### src/rtl/ccs_pkg.sv
// Purpose: constants for the chopped conversion sequencer
// Assumes: 100 MHz system clock, 4.096 MHz modulator clock supplied as a pin
// Notes: all offsets, the delay, chop and filter fields and the register resets except CTRL live here; the period tables live in ccs_sequencer
package ccs_pkg;
   // ****************************************
   // register map (byte addresses)
   // ****************************************
   localparam logic [7:0] ADDR_GAIN = 8'h0C;
   localparam logic [7:0] ADDR_RATE = 8'h10;
   localparam logic [7:0] ADDR_EXC1 = 8'h18;
   localparam logic [7:0] ADDR_EXC2 = 8'h1C;
   localparam logic [7:0] ADDR_CTRL = 8'h40;
   localparam logic [7:0] ADDR_STAT = 8'h44;
   localparam logic [7:0] ADDR_RESA = 8'h48;
   localparam logic [7:0] ADDR_RESB = 8'h4C;
   localparam logic [7:0] ADDR_OUT = 8'h50;
   // printed register indices
   localparam int IDX_GAIN = 3;
   localparam int IDX_RATE = 4;
   localparam int IDX_EXC1 = 6;
   localparam int IDX_EXC2 = 7;
   // ****************************************
   // fields and reset values
   // ****************************************
   localparam int DELAY_LSB = 5;
   localparam int CHOP_BIT = 7;
   localparam int FILT_BIT = 4;
   localparam int RATE_LSB = 0;
   localparam int REFEN_BIT = 4;
   localparam logic [7:0] GAIN_RST = 8'h00;
   localparam logic [7:0] RATE_RST = 8'h14;
   localparam logic [7:0] EXC1_RST = 8'h00;
   localparam logic [7:0] EXC2_RST = 8'hFF;
   localparam logic [3:0] ROUTE_OFF = 4'hF;
   localparam logic [3:0] MAG_OFF = 4'h0;
   localparam logic [3:0] MAG_MAX = 4'h9;
   // ****************************************
   // timing
   // ****************************************
   localparam int SYS_MHZ = 100;
   localparam int MOD_KHZ = 4096;
   localparam int RATE_NUM = 14;
   localparam logic [19:0] DELAY_DEF = 20'h0001C;
   localparam logic [3:0] RATE_2000 = 4'hC;
   localparam logic [3:0] RATE_4000 = 4'hD;
   localparam logic [19:0] LL_FIRST_2000 = 20'd336;
   localparam logic [19:0] LL_FIRST_4000 = 20'd208;
   localparam logic [19:0] S3_FIRST_2P5 = 20'd614530;
   localparam logic [19:0] S3_FIRST_4000 = 20'd464;
   typedef enum logic [3:0] {
      ST_IDLE = 4'b0001,
      ST_FIRST = 4'b0010,
      ST_SECOND = 4'b0100,
      ST_NEXT = 4'b1000
   } ccs_state_t;
endpackage : ccs_pkg

### src/rtl/ccs_sequencer.sv
// Purpose: chopped conversion sequencer with excitation source config
// Assumes: APB slave, modulator clock and trigger arrive on pins
// Notes: one modulator period is one synchronised rising edge of modClk
//
// Register access over APB was chosen for this implementation.
`timescale 1ns/1ps
// Overview of operation
// - a sequence starts on a trigger rising edge or on a start command.
// - the settling delay is added to each of the two conversions of a chopped pair.
// - chopped low-latency first results take 208130 down to 208 periods, later ones half.
// - chopped sinc3 first results take 614530 down to 464 periods, later ones half.
// - input polarity reverses before every conversion after the first.
// - each output is the average of the two latest opposite-polarity results.
// - the chopped rate drops by resettling while the filter notch timing is kept.
// - a four-bit magnitude field sets both matched sources.
// - two four-bit route fields steer each source to any input.
// - both sources may share one pin without any conflict.
// - chopping is enabled by a bit in the data rate register.
// - in continuous chopping each later result takes half the first.
module ccs_sequencer
   import ccs_pkg::*;
(
   input wire logic clk_sys,
   input wire logic rst_n,
   input wire logic clkEn,
   input wire logic psel,
   input wire logic penable,
   input wire logic pwrite,
   input wire logic [7:0] paddr,
   input wire logic [31:0] pwdata,
   output logic [31:0] prdata,
   output logic pready,
   output logic pslverr,
   input wire logic convTrigger,
   input wire logic modClk,
   input wire logic startCmd,
   input wire logic [23:0] convData,
   input wire logic refEnable,
   output logic polarityInv,
   output logic convActive,
   output logic dataReady,
   output logic [23:0] chopResult,
   output logic [3:0] excite_magnitude,
   output logic [3:0] excite_source_one,
   output logic [3:0] excite_source_two
);
   import ccs_pkg::*;

   // ****************************************
   // constants and functions
   // ****************************************
   localparam logic [19:0] SINC3_FIRST [RATE_NUM] = '{
      20'd614530, 20'd307330, 20'd153730, 20'd92290, 20'd76930, 20'd30850,
      20'd25714, 20'd15490, 20'd7810, 20'd3970, 20'd2050, 20'd1616, 20'd848,
      20'd464};
   localparam logic [19:0] LOWLAT_FIRST [RATE_NUM] = '{
      20'd208130, 20'd105730, 20'd54530, 20'd30850, 20'd28930, 20'd10320,
      20'd8658, 20'd5200, 20'd2640, 20'd1360, 20'd720, 20'd592, 20'd336,
      20'd208};

   function automatic logic [19:0] firstPeriods(input logic sinc3, input logic [3:0] rate);
      logic [3:0] r;
      r = (rate > RATE_4000) ? RATE_4000 : rate;
      firstPeriods = sinc3 ? SINC3_FIRST[r] : LOWLAT_FIRST[r];
   endfunction

   function automatic logic [19:0] delayPeriods(input logic [2:0] code);
      delayPeriods = (code == 3'h0) ? DELAY_DEF : (DELAY_DEF << code);
   endfunction

   // ****************************************
   // registers
   // ****************************************
   logic [7:0] regGain, regRate, regExc1, regExc2;
   logic seqStart, lastPol, chopOn, contMode;
   ccs_state_t state;
   logic [19:0] periodCnt, target, delayCnt;
   logic [23:0] resA, resB;
   logic [3:0] nConv;
   logic trigLevel, trigRise, modLevel, modRise;
   logic apbAccess;
   logic [19:0] next_target;

   ccs_pin_sync uTrig (.clk_sys(clk_sys), .rst_n(rst_n), .clkEn(clkEn),
      .pinIn(convTrigger), .level(trigLevel), .rise(trigRise));
   ccs_pin_sync uMod (.clk_sys(clk_sys), .rst_n(rst_n), .clkEn(clkEn),
      .pinIn(modClk), .level(modLevel), .rise(modRise));

   assign apbAccess = psel && penable;
   assign chopOn = regRate[CHOP_BIT];

   always_ff @(posedge clk_sys) begin
      if (!rst_n) begin
         regGain <= GAIN_RST;
         regRate <= RATE_RST;
         regExc1 <= EXC1_RST;
         regExc2 <= EXC2_RST;
         contMode <= 1'b0;
      end else if (clkEn && apbAccess && pwrite) begin
         unique case (paddr)
            ADDR_GAIN: regGain <= pwdata[7:0];
            ADDR_RATE: regRate <= pwdata[7:0];
            ADDR_EXC1: regExc1 <= pwdata[7:0];
            ADDR_EXC2: regExc2 <= pwdata[7:0];
            ADDR_CTRL: contMode <= pwdata[1];
            default: ;
         endcase
      end
   end

   // ****************************************
   // apb read path, zero wait states
   // ****************************************
   always_ff @(posedge clk_sys) begin
      if (!rst_n) begin
         prdata <= 32'h00000000;
         pready <= 1'b0;
         pslverr <= 1'b0;
      end else if (clkEn) begin
         pready <= psel && !penable;
         pslverr <= 1'b0;
         if (psel && !penable) begin
            prdata <= 32'h00000000;
            unique case (paddr)
               ADDR_GAIN: prdata[7:0] <= regGain;
               ADDR_RATE: prdata[7:0] <= regRate;
               ADDR_EXC1: prdata[7:0] <= regExc1;
               ADDR_EXC2: prdata[7:0] <= regExc2;
               ADDR_CTRL: prdata[1] <= contMode;
               ADDR_STAT: prdata[7:0] <= {nConv, state};
               ADDR_RESA: prdata[23:0] <= resA;
               ADDR_RESB: prdata[23:0] <= resB;
               ADDR_OUT: prdata[23:0] <= chopResult;
               default: pslverr <= 1'b1;
            endcase
         end
      end
   end

   // start request: pin edge or command pulse
   always_ff @(posedge clk_sys) begin
      if (!rst_n) begin
         seqStart <= 1'b0;
      end else if (clkEn) begin
         seqStart <= trigRise || startCmd || (apbAccess && pwrite && paddr == ADDR_CTRL
            && pwdata[0]);
      end
   end

   // ****************************************
   // conversion timing
   // ****************************************
   // every chopped conversion, first pair included, runs half the tabulated first period
   always_comb begin
      next_target = firstPeriods(regRate[FILT_BIT], regRate[3:0]);
      next_target = next_target >> 1;
   end

   always_ff @(posedge clk_sys) begin
      if (!rst_n) begin
         state <= ST_IDLE;
         periodCnt <= 20'h00000;
         delayCnt <= 20'h00000;
         target <= 20'h00000;
         convActive <= 1'b0;
         polarityInv <= 1'b0;
         lastPol <= 1'b0;
         dataReady <= 1'b0;
         resA <= 24'h000000;
         resB <= 24'h000000;
         chopResult <= 24'h000000;
         nConv <= 4'h0;
      end else if (clkEn) begin
         dataReady <= 1'b0;
         unique case (state)
            ST_IDLE: begin
               if (seqStart) begin
                  state <= ST_FIRST;
                  target <= firstPeriods(regRate[FILT_BIT], regRate[3:0]) >> 1;
                  delayCnt <= delayPeriods(regGain[DELAY_LSB +: 3]);
                  periodCnt <= 20'h00000;
                  polarityInv <= 1'b0;
                  convActive <= 1'b1;
                  nConv <= 4'h0;
               end
            end
            ST_FIRST, ST_SECOND, ST_NEXT: begin
               if (modRise) begin
                  if (delayCnt != 20'h00000) begin
                     delayCnt <= delayCnt - 20'h00001;
                  end else if (periodCnt + 20'h00001 >= target) begin
                     periodCnt <= 20'h00000;
                     lastPol <= polarityInv;
                     if (polarityInv) begin
                        resB <= convData;
                     end else begin
                        resA <= convData;
                     end
                     nConv <= nConv + 4'h1;
                     if (!chopOn) begin
                        chopResult <= convData;
                        dataReady <= 1'b1;
                        convActive <= contMode;
                        state <= contMode ? ST_NEXT : ST_IDLE;
                        target <= next_target << 1;
                     end else begin
                        polarityInv <= ~polarityInv;
                        delayCnt <= delayPeriods(regGain[DELAY_LSB +: 3]);
                        target <= next_target;
                        if (state != ST_FIRST) begin
                           chopResult <= avgPair(polarityInv ? resA : convData,
                              polarityInv ? convData : resB);
                           dataReady <= 1'b1;
                           if (!contMode) begin
                              state <= ST_IDLE;
                              convActive <= 1'b0;
                           end else begin
                              state <= ST_NEXT;
                           end
                        end else begin
                           state <= ST_SECOND;
                        end
                     end
                  end else begin
                     periodCnt <= periodCnt + 20'h00001;
                  end
               end
            end
            default: state <= ST_IDLE;
         endcase
      end
   end

   function automatic logic [23:0] avgPair(input logic [23:0] a, input logic [23:0] b);
      logic [24:0] s;
      // inverted-polarity result is negated before averaging
      s = {a[23], a} - {b[23], b};
      avgPair = s[24:1];
   endfunction

   // ****************************************
   // excitation sources
   // ****************************************
   always_ff @(posedge clk_sys) begin
      if (!rst_n) begin
         excite_magnitude <= MAG_OFF;
         excite_source_one <= ROUTE_OFF;
         excite_source_two <= ROUTE_OFF;
      end else if (clkEn) begin
         excite_magnitude <= refEnable ? regExc1[3:0] : MAG_OFF;
         excite_source_one <= regExc2[3:0];
         excite_source_two <= regExc2[7:4];
      end
   end
endmodule // ccs_sequencer

### src/rtl/ccs_pin_sync.sv
// Purpose: three-stage synchroniser with agreement-based change detect
// Assumes: input is asynchronous to clk_sys
// Notes: first stage read only by the second
`timescale 1ns/1ps
module ccs_pin_sync (
   input wire logic clk_sys,
   input wire logic rst_n,
   input wire logic clkEn,
   input wire logic pinIn,
   output logic level,
   output logic rise
);
   logic s1, s2, s3;
   always_ff @(posedge clk_sys) begin
      if (!rst_n) begin
         s1 <= 1'b0;
         s2 <= 1'b0;
         s3 <= 1'b0;
         level <= 1'b0;
         rise <= 1'b0;
      end else if (clkEn) begin
         s1 <= pinIn;
         s2 <= s1;
         s3 <= s2;
         rise <= 1'b0;
         if (s2 == s3 && s3 != level) begin
            level <= s3;
            rise <= s3;
         end
      end
   end
endmodule // ccs_pin_sync

### config.mk
export PLATFORM = sky130hd
export DESIGN_NAME = ccs_sequencer
export DESIGN_NICKNAME = d
export VERILOG_FILES = /design/src/rtl/ccs_pkg.sv /design/src/rtl/ccs_sequencer.sv /design/src/rtl/ccs_pin_sync.sv
export SDC_FILE = /design/constraint.sdc
export NUM_CORES = 1
export LEC_CHECK = 0
export ABC_CLOCK_PERIOD_IN_PS = 7300
export BUFFER_PORTS_ARGS = -buffer_cell sky130_fd_sc_hd__buf_2
export CORE_AREA = 2 2 212 214
export CTS_CLUSTER_DIAMETER = 50
export DETAILED_ROUTE_END_ITERATION = 8
export DIE_AREA = 0 0 214 216
export GPL_TIMING_DRIVEN = 0
export SLEW_MARGIN = 20
export SYNTH_ARGS = -nofsm -noshare
export SYNTH_HDL_FRONTEND = slang
export SYNTH_SLANG_ARGS = --single-unit
### constraint.sdc
create_clock -name clk_sys -period 7.3 [get_ports clk_sys]
set_input_delay 2.19 -clock clk_sys [delete_from_list [all_inputs] [get_ports clk_sys]]
set_output_delay 2.19 -clock clk_sys [all_outputs]
set_load 0.1 [all_outputs]
==> impl_results.md <==
* Yosys warnings at 0
* Fmax at between 0.15 and 0.2 GHz
* # hold bufs at CTS at 0
* Fin. max-slew vios at 0
* Most common cell after layout, fill and taps aside: dfxtp_1
* Clock Skews at roughly 0.038 ns
* Placed Area at roughly 0.014 mm2
* Leak Pwr at approximately 5.6 nW
* Worst endpoint data arrival time at between 6 and 7 ns
* Startpoint Class: register
* Ys async rst share at 0%
* Hold Vio Cnt, Final at 0
* Most frequent cells in the layout: dfxtp_1 (224), nor2_1 (195), nand2_1 (164)
* Dpl hpwl at approximately 37000 um
* Clock buffer count from CTS at 30
* Drt initial violations at approximately 1300
* Avg Inst Size Synth at slightly below 8 um2
* Row cnt at a little under 80
* Clk sink count at around 220
* Setup violations, final at 0
* Worst min path class: register to register
* Post-synthesis sequential area ratio at between 30% and 40%
* Outcome: complete, no violations
* Post-synthesis cell type count at between 70 and 80
* Gpl congestion at ~0.93
* N_diodes at 0
* Fin util at 35.2%
* Power density cells at 206 mW/mm2
* WL final at around 50000 um
* Clock Tree Buf Depth at 3
* GRT overflow at 0
* Post-route ant nets at 0
* Cells after DPL at between 2000 and 2500
* IO Port Bufs at 114
* Initial antenna violation count at 0
* Clock root buffer: clkbuf_16
* Peak VDD IR at 165 uV
* Fin crit period at around 5.7 ns
* # Post-CTS Setup Buffers at 0
* Die area at 0.0462 mm2
* Crit Path Class: register to register
* H-tree Lvls at 1
* DIE WIDTH at around 210 um
* Critical path required time at between 7 and 8 ns
* Layout cell share with drive strength beyond 1 at 12.7%
* Drt drc at 0
* Number of synthesized flops with an enable pin at 0
* Top_reg_cell synth: dfxtp_1
* Drt pass-1 iters at 7
* Post-Syn Area at 0.0130 mm2
* Area of the core at around 0.044 mm2
* Worst Tran Pin Value at ~1.2 ns
* CP max FO at 10
* Starting density of the core at around 30%
* Relative slew slack at between 20% and 30%
* HP Start: target[19]
* RSZ-0062 raised after global routing: no
* WL/cell at around 21 um
* Vias in the first global route at about 13000
* Max cap viols at 0
* Clock network latency to the later pin of the worst-skew pair at between 0.5 and 0.6 ns
* CP Capture Type: register
* Io pins at 147
* Post-Syn Instances at 1645
* Final Non-Filler Cells at about 2400
* CTS clk-pin slew, worst paths at around 0.060 ns
* FF+latch count, synth at ~220
* Post-synth top area share at between 30% and 40%
* Die height at 216 um
* Largest net degree at the start of global routing at 17
* Area leader, netlist: dfxtp_1
* CTS tree: done
* Worst Setup SP: periodCnt[0]
* Setup TNS at 0 ns
* Reg2Reg Launch Point: periodCnt[0]
* Total track usage at approximately a fifth
* Post-CTS sizing at 0
* Period utilization at 78.8%
* Global-route wire length before repair at 76500 um
* Top cells by area, synth: dfxtp_1 (34%), nor2_1 (5.6%), mux2i_1 (5.5%)
* Finished layout cell area at approximately 0.015 mm2
* Vias at roughly 14000
* Vias per cell at between 5 and 6
* Area Growth Syn to Fin at 18.5%
* Layout Nets at roughly 1900
synthesized netlist by cell type, types with 11 or more instances:
master and number:
a211oi_1 62, mux2_2 26, nand2_1 164, mux2i_1 72
o21ai_0 80, a221oi_1 11, o211ai_1 14, nand3_1 80
a222oi_1 25, inv_1 42, xor2_1 14, nand2b_1 13
a31oi_1 25, nor2_1 195, ha_1 46, nand3b_1 15
a22oi_1 15, nor3_1 31, clkbuf_1 103, xnor2_1 30
dfxtp_1 224, nor2b_1 11, a21o_1 15, a21oi_1 143
buf_2 11, and3_1 14
routing by layer:
layer	part of all wire, %	global-route usage, %
met1	42	26.7
met5	0	0
met4	3.0	7.13
met2	47	35.3
met3	8.0	3.48
power breakdown:
part / total [W] / switching [W] / leakage (nW) / internal [W]
clock network: 0.00154 / 0.000611 / 0.511 / 0.000932
logic: 0.000384 / 0.000275 / 3.27 / 0.000109
registers: 0.00126 / 0.0000165 / 1.81 / 0.00124
worst paths after layout:
check	depth (start not counted)	slack, ns	to
worst max-delay path	18	1.55	resB[16]
worst max register to register	18	1.55	resB[16]
worst min-delay path	2	0.45	target[19]
worst min register to register	2	0.45	target[19]
metrics by stage:
stage / worst slack, ns / power [W] / hold slack (ns)
global route: 1.11 / 0.00328 / 0.475
finish: 1.55 / 0.00319 / 0.453
global placement: 1.55 / 0.00166 / 0.443
detailed placement: 1.68 / 0.00166 / 0.446
floorplan: 2.66 / 0.00155 / 0.432
CTS: 1.63 / 0.00320 / 0.455
worst max-delay path, stage by stage (launching register included):
cell,delay (ns)
dfxtp_1,0.43
ha_1,0.26
nand3_1,0.13
nor2_1,0.27
and3_1,0.19
clkbuf_1,0.26
and3_1,0.21
clkbuf_1,0.20
nand3_1,0.16
xnor2_1,0.18
ha_1,0.28
and4_1,0.18
o21ai_0,0.08
a21oi_1,0.26
nand4_1,0.45
a211oi_1,0.82
buf_2,0.41
buf_1,0.59
a211oi_1,0.19
logic make-up after synthesis:
| group | count (synthesis) | share of synthesized area, % |
|---|---|---|
| AO/OA/AOI/OAI | 479 | 24.3 |
| XOR/XNOR | 44 | 2.96 |
| adder cells (fa/ha/maj) | 47 | 4.57 |
| buffers and inverters | 173 | 5.44 |
| flip-flops | 224 | 34.4 |
| multiplexers | 98 | 7.78 |
| other | 1 | 0.0288 |
| AND/OR/NAND/NOR | 579 | 20.5 |
cell type report:
class	instances	area [um2]
inverters	42	158
repair buffers	115	576
fillers	4637	28400
clock buffers	41	852
flip-flops and latches	224	4480
clock inverters	15	203
well taps	592	741
plain buffers	131	552
multi-input cells	1255	7870
flip-flops by register name, summed over array words and instances, names as in the netlist, 4 cells and up:
register           count
delayCnt              20
prdata                24
resA                  24
resB                  24
excite_source_two      4
excite_source_one      4
regGain                8
state                  4
nConv                  4
regExc1                8
periodCnt             20
chopResult            24
regRate                8
excite_magnitude       4
target                19
regExc2                8
(Power assumes the default switching activity.)
